$ cat src/inc/fpec_pkg.sv
// package for the flash program/erase control block
// assumes an AHB-Lite slave with 32-bit data, one register per word
// ----------------------------------------------------------------
// What this block does
// - software enable write of one only accepted while write enable pin high; bit 7 mirrors pin while on-chip flash is enabled
// - setup and verify bits become one only with pin high and software enable set
// - erase mode becomes one only with pin, software enable and erase setup set
// - program mode becomes one only with pin, software enable and program setup set
// - erase verify bit one enters erase-verify mode, zero leaves it
// - program verify bit one enters program-verify mode, zero leaves it
// - error status clears to zero on reset, watchdog reset and hardware standby
// - error status reads zero when on-chip flash is disabled
// - error status is read-only; low seven bits read zero
// - flash array read during program or erase sets error flag, overlay RAM excluded
// - exception start during program or erase sets flag, listed exceptions excluded
// - sleep, standby instruction or bus release during program or erase sets flag; here only sleep and bus release set it, software standby does not
// - error flag blocks program and erase; cleared only by pin/watchdog reset, hw standby
// - erase block select clears on reset, standby, pin low or software enable zero
// - erase block bits settable only with software enable, only in modes 5 and 7
// - only blocks with their erase block bit set are erased
// - bits 0-3 map 1k blocks, bit 4 a 28k block, bits 5-7 32k blocks
// ----------------------------------------------------------------
package fpec_pkg;
	// register byte offsets
	localparam logic [7:0] FPEC_OFS_MODE = 8'h00;
	localparam logic [7:0] FPEC_OFS_ERR = 8'h04;
	localparam logic [7:0] FPEC_OFS_EBS = 8'h08;
	// mode control fields
	localparam int FPEC_B_PIN = 7;
	localparam int FPEC_B_SWE = 6;
	localparam int FPEC_B_ESU = 5;
	localparam int FPEC_B_PSU = 4;
	localparam int FPEC_B_EV = 3;
	localparam int FPEC_B_PV = 2;
	localparam int FPEC_B_E = 1;
	localparam int FPEC_B_P = 0;
	localparam int FPEC_B_ERR = 7;
	localparam logic [7:0] FPEC_RST_BYTE = 8'h00;
	localparam int FPEC_NBLK = 8;
	// flash array limits and block boundaries (byte addresses)
	localparam logic [16:0] FPEC_FLASH_TOP = 17'h1_FFFF;
	localparam logic [16:0] FPEC_BLK_BASE [0:7] = '{17'h0_0000, 17'h0_0400, 17'h0_0800,
		17'h0_0C00, 17'h0_1000, 17'h0_8000, 17'h1_0000, 17'h1_8000};
	localparam logic [16:0] FPEC_BLK_LAST [0:7] = '{17'h0_03FF, 17'h0_07FF, 17'h0_0BFF,
		17'h0_0FFF, 17'h0_7FFF, 17'h0_FFFF, 17'h1_7FFF, 17'h1_FFFF};
	localparam logic [2:0] FPEC_MODE5 = 3'h5;
	localparam logic [2:0] FPEC_MODE7 = 3'h7;
	typedef enum logic [2:0]
	{
		FPEC_ST_IDLE = 3'b001,
		FPEC_ST_ADDR = 3'b010,
		FPEC_ST_DATA = 3'b100
	} fpec_bus_e;
endpackage : fpec_pkg

$ cat src/logic/fpec_blk_decode.sv
// erase block address decoder and erase gate
// assumes the address is a flash array byte offset
`timescale 1ns/1ns
module fpec_blk_decode
	import fpec_pkg::*;
#(
	parameter int NBLK = FPEC_NBLK
)
(
	input wire logic [NBLK-1:0] i_blk_sel,
	input wire logic [16:0] i_addr,
	output logic [NBLK-1:0] o_hit,
	output logic o_erase_ok
);
	// ----------------------------------------------------------------
	// block decode
	// ----------------------------------------------------------------
	genvar g;
	generate
		for (g = 0; g < NBLK; g++)
		begin : g_blk
			assign o_hit[g] = (i_addr >= FPEC_BLK_BASE[g]) && (i_addr <= FPEC_BLK_LAST[g]);
		end
	endgenerate
	assign o_erase_ok = |(o_hit & i_blk_sel);
endmodule : fpec_blk_decode

$ cat src/logic/fpec_top.sv
// flash program/erase control with AHB-Lite register access
// assumes single-word transfers and synchronous control inputs
//
// Our own choices: the AHB-Lite interface to the registers and the address map.
`timescale 1ns/1ns
module fpec_top
	import fpec_pkg::*;
(
	input wire logic i_clk_sys,
	input wire logic i_rst_n,
	input wire logic i_clk_en,
	input wire logic i_hsel,
	input wire logic [31:0] i_haddr,
	input wire logic [1:0] i_htrans,
	input wire logic i_hwrite,
	input wire logic [2:0] i_hsize,
	input wire logic [31:0] i_hwdata,
	input wire logic i_hready,
	output logic o_hreadyout,
	output logic o_hresp,
	output logic [31:0] o_hrdata,
	input wire logic i_write_enable_pin_level,
	input wire logic [2:0] i_mode_pins,
	input wire logic i_flash_enabled,
	input wire logic i_hw_standby,
	input wire logic i_sw_standby,
	input wire logic i_watchdog_reset,
	input wire logic i_flash_read,
	input wire logic i_overlay_hit,
	input wire logic [16:0] i_flash_addr,
	input wire logic i_exc_start,
	input wire logic i_exc_exempt,
	input wire logic i_sleep_exec,
	input wire logic i_bus_release,
	output logic o_prog_active,
	output logic o_erase_active,
	output logic o_prog_verify,
	output logic o_erase_verify,
	output logic o_erase_addr_ok,
	output logic o_error_flag
);
	// ----------------------------------------------------------------
	// bus slave
	// ----------------------------------------------------------------
	logic wr_pend_q, wr_pend_d;
	logic [7:0] ofs_q, ofs_d;
	logic [31:0] rdata_q, rdata_d;
	logic [7:0] ctl_q, ctl_d;
	logic err_q, err_d;
	logic [7:0] ebs_q, ebs_d;
	logic [7:0] wbyte;
	logic take, pin, software_enable_bit, mode_ok, pe_busy;
	logic [7:0] mode_rd, err_rd;

	assign take = i_hsel && i_htrans[1] && i_hready;
	assign pin = i_write_enable_pin_level;
	assign software_enable_bit = ctl_q[FPEC_B_SWE];
	assign wbyte = i_hwdata[7:0];
	assign pe_busy = ctl_q[FPEC_B_E] || ctl_q[FPEC_B_P];
	assign mode_ok = (i_mode_pins == FPEC_MODE5) || (i_mode_pins == FPEC_MODE7);

	always_comb
	begin
		wr_pend_d = take && i_hwrite;
		ofs_d = take ? i_haddr[7:0] : ofs_q;
		rdata_d = 32'h0000_0000;
		if (take && !i_hwrite)
		begin
			case (i_haddr[7:0])
				FPEC_OFS_MODE: rdata_d = {24'h00_0000, mode_rd};
				FPEC_OFS_ERR: rdata_d = {24'h00_0000, err_rd};
				FPEC_OFS_EBS: rdata_d = {24'h00_0000, ebs_q};
				default: rdata_d = 32'h0000_0000;
			endcase
		end
	end

	always_ff @(posedge i_clk_sys or negedge i_rst_n)
	begin
		if (!i_rst_n)
		begin
			wr_pend_q <= 1'b0;
			ofs_q <= 8'h00;
			rdata_q <= 32'h0000_0000;
		end
		else if (i_clk_en)
		begin
			wr_pend_q <= wr_pend_d;
			ofs_q <= ofs_d;
			rdata_q <= rdata_d;
		end
	end

	assign o_hreadyout = 1'b1;
	assign o_hresp = 1'b0;
	assign o_hrdata = rdata_q;

	// ----------------------------------------------------------------
	// read views
	// ----------------------------------------------------------------
	always_comb
	begin
		mode_rd = {pin, ctl_q[6:0]};
		err_rd = {err_q, 7'h00};
		if (!i_flash_enabled)
		begin
			mode_rd = 8'h00;
			err_rd = 8'h00;
		end
	end

	// ----------------------------------------------------------------
	// mode control register
	// ----------------------------------------------------------------
	always_comb
	begin
		ctl_d = ctl_q;
		ctl_d[FPEC_B_PIN] = 1'b0;
		if (wr_pend_q && (ofs_q == FPEC_OFS_MODE) && i_flash_enabled)
		begin
			ctl_d[FPEC_B_SWE] = wbyte[FPEC_B_SWE] && pin;
			ctl_d[FPEC_B_ESU] = wbyte[FPEC_B_ESU] && pin && software_enable_bit;
			ctl_d[FPEC_B_PSU] = wbyte[FPEC_B_PSU] && pin && software_enable_bit;
			ctl_d[FPEC_B_EV] = wbyte[FPEC_B_EV] && pin && software_enable_bit;
			ctl_d[FPEC_B_PV] = wbyte[FPEC_B_PV] && pin && software_enable_bit;
			ctl_d[FPEC_B_E] = wbyte[FPEC_B_E] && pin && software_enable_bit && ctl_q[FPEC_B_ESU];
			ctl_d[FPEC_B_P] = wbyte[FPEC_B_P] && pin && software_enable_bit && ctl_q[FPEC_B_PSU];
		end
		if (!pin)
		begin
			ctl_d = FPEC_RST_BYTE;
		end
		if (i_hw_standby || i_sw_standby)
		begin
			ctl_d = FPEC_RST_BYTE;
		end
	end

	// ----------------------------------------------------------------
	// error flag
	// ----------------------------------------------------------------
	always_comb
	begin
		err_d = err_q;
		if (pe_busy)
		begin
			// array read during program or erase
			if (i_flash_read && !i_overlay_hit)
			begin
				err_d = 1'b1;
			end
			if (i_exc_start && !i_exc_exempt)
			begin
				err_d = 1'b1;
			end
			if (i_sleep_exec || i_bus_release)
			begin
				err_d = 1'b1;
			end
		end
		// cleared here by watchdog reset or hardware standby; pin reset clears it in the register
		if (i_watchdog_reset || i_hw_standby)
		begin
			err_d = 1'b0;
		end
	end

	// ----------------------------------------------------------------
	// erase block select
	// ----------------------------------------------------------------
	always_comb
	begin
		ebs_d = ebs_q;
		// writable only with software enable in modes 5 and 7
		if (wr_pend_q && (ofs_q == FPEC_OFS_EBS) && software_enable_bit && mode_ok && i_flash_enabled)
		begin
			ebs_d = wbyte;
		end
		if (!pin || !software_enable_bit || !mode_ok || i_hw_standby || i_sw_standby)
		begin
			ebs_d = FPEC_RST_BYTE;
		end
	end

	always_ff @(posedge i_clk_sys or negedge i_rst_n)
	begin
		if (!i_rst_n)
		begin
			ctl_q <= FPEC_RST_BYTE;
			err_q <= 1'b0;
			ebs_q <= FPEC_RST_BYTE;
		end
		else if (i_clk_en)
		begin
			ctl_q <= ctl_d;
			err_q <= err_d;
			ebs_q <= ebs_d;
		end
	end

	// ----------------------------------------------------------------
	// outputs
	// ----------------------------------------------------------------
	logic blk_ok;
	fpec_blk_decode #(.NBLK(FPEC_NBLK)) u_dec
	(
		.i_blk_sel(ebs_q),
		.i_addr(i_flash_addr),
		.o_hit(),
		.o_erase_ok(blk_ok)
	);

	assign o_prog_active = ctl_q[FPEC_B_P] && !err_q;
	assign o_erase_active = ctl_q[FPEC_B_E] && !err_q;
	assign o_prog_verify = ctl_q[FPEC_B_PV];
	assign o_erase_verify = ctl_q[FPEC_B_EV];
	assign o_erase_addr_ok = blk_ok && ctl_q[FPEC_B_E] && !err_q;
	assign o_error_flag = err_q;

	// ----------------------------------------------------------------
	// checks
	// ----------------------------------------------------------------
	a_swe_needs_pin: assert property (@(posedge i_clk_sys) disable iff (!i_rst_n)
		$rose(ctl_q[FPEC_B_SWE]) |-> $past(pin)) else $error("swe set without pin");
	a_setup_gate: assert property (@(posedge i_clk_sys) disable iff (!i_rst_n)
		($rose(ctl_q[FPEC_B_ESU]) || $rose(ctl_q[FPEC_B_PSU]) || $rose(ctl_q[FPEC_B_EV])
		|| $rose(ctl_q[FPEC_B_PV])) |-> $past(software_enable_bit && pin))
		else $error("setup set without swe");
	a_erase_gate: assert property (@(posedge i_clk_sys) disable iff (!i_rst_n)
		$rose(ctl_q[FPEC_B_E]) |-> $past(ctl_q[FPEC_B_ESU] && software_enable_bit && pin))
		else $error("erase set without setup");
	a_prog_gate: assert property (@(posedge i_clk_sys) disable iff (!i_rst_n)
		$rose(ctl_q[FPEC_B_P]) |-> $past(ctl_q[FPEC_B_PSU] && software_enable_bit && pin))
		else $error("program set without setup");
	a_err_sticky: assert property (@(posedge i_clk_sys) disable iff (!i_rst_n)
		(err_q && i_clk_en && !i_watchdog_reset && !i_hw_standby) |=> err_q)
		else $error("error flag lost");
	a_err_read_set: assert property (@(posedge i_clk_sys) disable iff (!i_rst_n)
		(i_clk_en && pe_busy && i_flash_read && !i_overlay_hit && !i_hw_standby
		&& !i_watchdog_reset) |=> err_q) else $error("read did not set error");
	a_ebs_clear: assert property (@(posedge i_clk_sys) disable iff (!i_rst_n)
		(i_clk_en && !software_enable_bit) |=> (ebs_q == 8'h00)) else $error("block select not cleared");
	a_err_block: assert property (@(posedge i_clk_sys) disable iff (!i_rst_n)
		err_q |-> !o_prog_active && !o_erase_active) else $error("op while error");
endmodule : fpec_top

$ cat config.mk
export PLATFORM = sky130hd
export DESIGN_NAME = fpec_top
export DESIGN_NICKNAME = d
export VERILOG_FILES = /design/src/inc/fpec_pkg.sv /design/src/logic/fpec_blk_decode.sv /design/src/logic/fpec_top.sv
export SDC_FILE = /design/constraint.sdc
export NUM_CORES = 1
export LEC_CHECK = 0
export BUFFER_PORTS_ARGS = -buffer_cell sky130_fd_sc_hd__buf_2
export CORE_MARGIN = 2
export CORE_UTILIZATION = 38
export DETAILED_ROUTE_END_ITERATION = 12
export GPL_TIMING_DRIVEN = 0
export HOLD_SLACK_MARGIN = 0.05
export PLACE_DENSITY = 0.79
export SLEW_MARGIN = 20
export SYNTH_ARGS = -nofsm -noshare
export SYNTH_HDL_FRONTEND = slang
export SYNTH_SLANG_ARGS = --single-unit
$ cat constraint.sdc
create_clock -name i_clk_sys -period 3.1 [get_ports i_clk_sys]
set_input_delay 0.62 -clock i_clk_sys [delete_from_list [all_inputs] [get_ports i_clk_sys]]
set_output_delay 0.62 -clock i_clk_sys [all_outputs]
set_load 0.05 [all_outputs]
==> qor.yml <==
synthesis:
  yosysWarningCount: 0
  yosys_register_bits: 33
  yosysUniqueCellTypes: 39
  synth-seq-area-share_pct: 46.4
  netlist_area_mm2: 0.00178
  synth_area_leaders: "dfrtp_1 46%, buf_4 11%, mux2_2 5.7%"
  avgSynthCellArea_um2: 10.9
  syn_inst: 163
  synth_top_cell_area_share_pct: 46.4
  synth_top_area_cell: "dfrtp_1"
cts:
  cts-htree-levels: 2
  hold_buffers: 0
  cts_made_buffers: 5
  cts_tree: "done"
  cts_resized: 0
  clk_pin_slew_ns: 0.07
  max-clock-path-buffers: 2
  clkSinkCount: 33
  clk_latency_ns: 0.29
  cts_root_buffer: "clkbuf_8"
  post_cts_buffers: 0
floorplan:
  die_y_um: 72.5
  num_rows: 24
  die_area_mm2: 0.00525
  initial_core_util_pct: 40.1
  core-area_mm2: 0.00444
  die_x_um: 72.5
  io_pins: 146
timing:
  rsz0062_at_grt: "false"
  layout_min_cycle_time_ns: 2.91
  setup_violations: 0
  min_period_over_period_pct: 94.0
  setup_tns_ns: 0
  max_slew_margin_pct: 51.1
  clock.fmax_ghz: 0.343
  tightest_slew_ns: 0.733
  hold_viol_final: 0
  skew_ns: 0.00791
  slew_viol_final: 0
place:
  place_congestion: 0.826
  post-dp-hpwl_um: 3140
  io_buffers: 56
  dp.cells: 295
critical_path:
  startpoint_type: "input pin"
  cp-end-kind: "primary output"
  worst-r2r-cell-count: 4
  required_ns: 2.48
  path_class: "input pin to primary output"
  critPathMaxFanout: 1
  reg2reg_setup_slack_ns: 1.09
  arrival_ns: 2.29
final_layout:
  n_fill_cell: 412
  multi_input_area_um2: 791
  diodes: 0
  layout.cells.non_filler: 302
  drive_gt1_share_pct: 42.0
  final_nets: 356
  post-route-util_pct: 51.8
  area_growth_pct: 29.3
  seqCellArea_um2: 826
detailed_routing:
  top_layer_used: "met4"
  drt_pre_antenna_iters: 4
  remaining_drc_errors: 0
  wirelength_um: 3900
  wirelength_met1_um: 1710
  vias_per_cell: 4.60
  ant_nets: 0
  via_count: 1389
  wl_met3_um: 247
  route.detailed.wl_per_inst_um: 12.9
  dr.first_iter.drc_count: 106
  met2_length_um: 1870
power_and_ir_drop:
  p_per_area_mw_per_mm2: 426
  p_leak_nw: 1.21
  irDropWorstVdd_v: 0.000206
  power.total_uw: 981
run:
  max_cap_viol_count: 0
global_routing:
  grt_antenna_before_repair: 0
  grt_max_degree: 34
  gr-usage-all-layers_pct: 15.1
  grt_pass1_vias: 1285
  grt-ovfl-total: 0
  grt_pass1_wl_um: 6070
worst_hold_path:
  min_path_type: "input pin to asynchronous set/reset pin"
run_status:
  outcome: "finished, final reports clean"
==> worst max-delay path, cell delays in order <==
cell and delay, ns:
buf_2 0.09, mux4_2 0.49, mux2_2 0.28, mux4_2 0.45, and2_1 0.16, buf_2 0.20
==> cells in the mapped netlist (all sizes together) <==
master and count:
nor3b 1, conb 2, or2 2, a21oi 3, and4 1, a2111o 1
nand2b 1, o21ai 2, nand2 11, a22o 4, a211oi 1, nor3 2
mux2i 8, o21a 1, buf 28, nor2b 4, and2 1, mux4 2
o2bb2ai 8, inv 10, a221oi 1, a21o 2, nand4 2, clkbuf 3
o22ai 1, nor2 4, dfrtp 33, mux2 9, a22oi 5, nand4b 1
and3 2, a32o 2, or4 2, or3 2, nor4 1
==> layout make-up <==
type,count,area share (%)
Sequential cell,33,35.9
Multi-Input combinational cell,113,34.3
Timing Repair Buffer,56,12.2
Buffer,31,9.40
Clock buffer,7,3.75
Tap cell,52,2.83
Inverter,10,1.63
==> kinds of logic after synthesis <==
kind of cell	after synthesis	share of synthesized area, %
simple gates	37	11.7
compound gates	31	14.5
flops	33	46.4
mux	19	12.7
other cells	2	0.422
buf+inv	41	14.3
==> path summary, 6_finish.rpt <==
| path | start | end |
|---|---|---|
| min in group i_clk_sys | o_hrdata[7]$_DFFE_PN0P_ | o_hrdata[7]$_DFFE_PN0P_ |
| hold / removal | i_rst_n | o_hrdata[7]$_DFFE_PN0P_ |
| hold reg to reg | o_hrdata[7]$_DFFE_PN0P_ | o_hrdata[7]$_DFFE_PN0P_ |
| setup reg to reg | ofs_q[0]$_DFFE_PN0P_ | ebs_q[5]$_DFFE_PN0P_ |
| max in group asynchronous | i_rst_n | ofs_q[1]$_DFFE_PN0P_ |
| setup / recovery | i_flash_addr[11] | o_erase_addr_ok |
==> state kept, by name, summed over array words and instances, names as in the netlist <==
name,count
ebs_q,8
wr_pend_q,1
ctl_q,7
ofs_q,8
o_hrdata,8
o_error_flag,1
==> layout by cell type, fill, tap and decap left out, types with 5 or more instances in the layout <==
cell,instances
buf_2,58
dfrtp_1,33
buf_4,26
conb_1,26
nand2_1,11
inv_1,10
mux2_2,9
o2bb2ai_1,8
mux2i_1,8
clkbuf_8,6
a22oi_1,5
==> through the flow <==
step / hold WS (ns) / instance area (µm²) / setup WS [ns]
after global routing: 0.459 / 2300 / 0.151
final: 0.392 / 2300 / 0.186
after floorplan: 0.324 / 1870 / 0.382
after CTS: 0.414 / 2300 / 0.178
after detailed placement: 0.472 / 2220 / 0.178
after global placement: 0.464 / 2220 / 0.173
==> layer usage <==
metal,vias up,GRT usage [%]
met5,-,0
met4,0,6.17
met1,629,19.1
met2,49,24.9
li1,705,-
met3,6,3.89
==> report_power, final <==
group | internal (mW) | switching [mW]
Combinational | 0.0730 | 0.118
Clock | 0.176 | 0.149
Sequential | 0.454 | 0.0111
Total | 0.703 | 0.277
No activity file was read; power rests on OpenSTA's default activity.
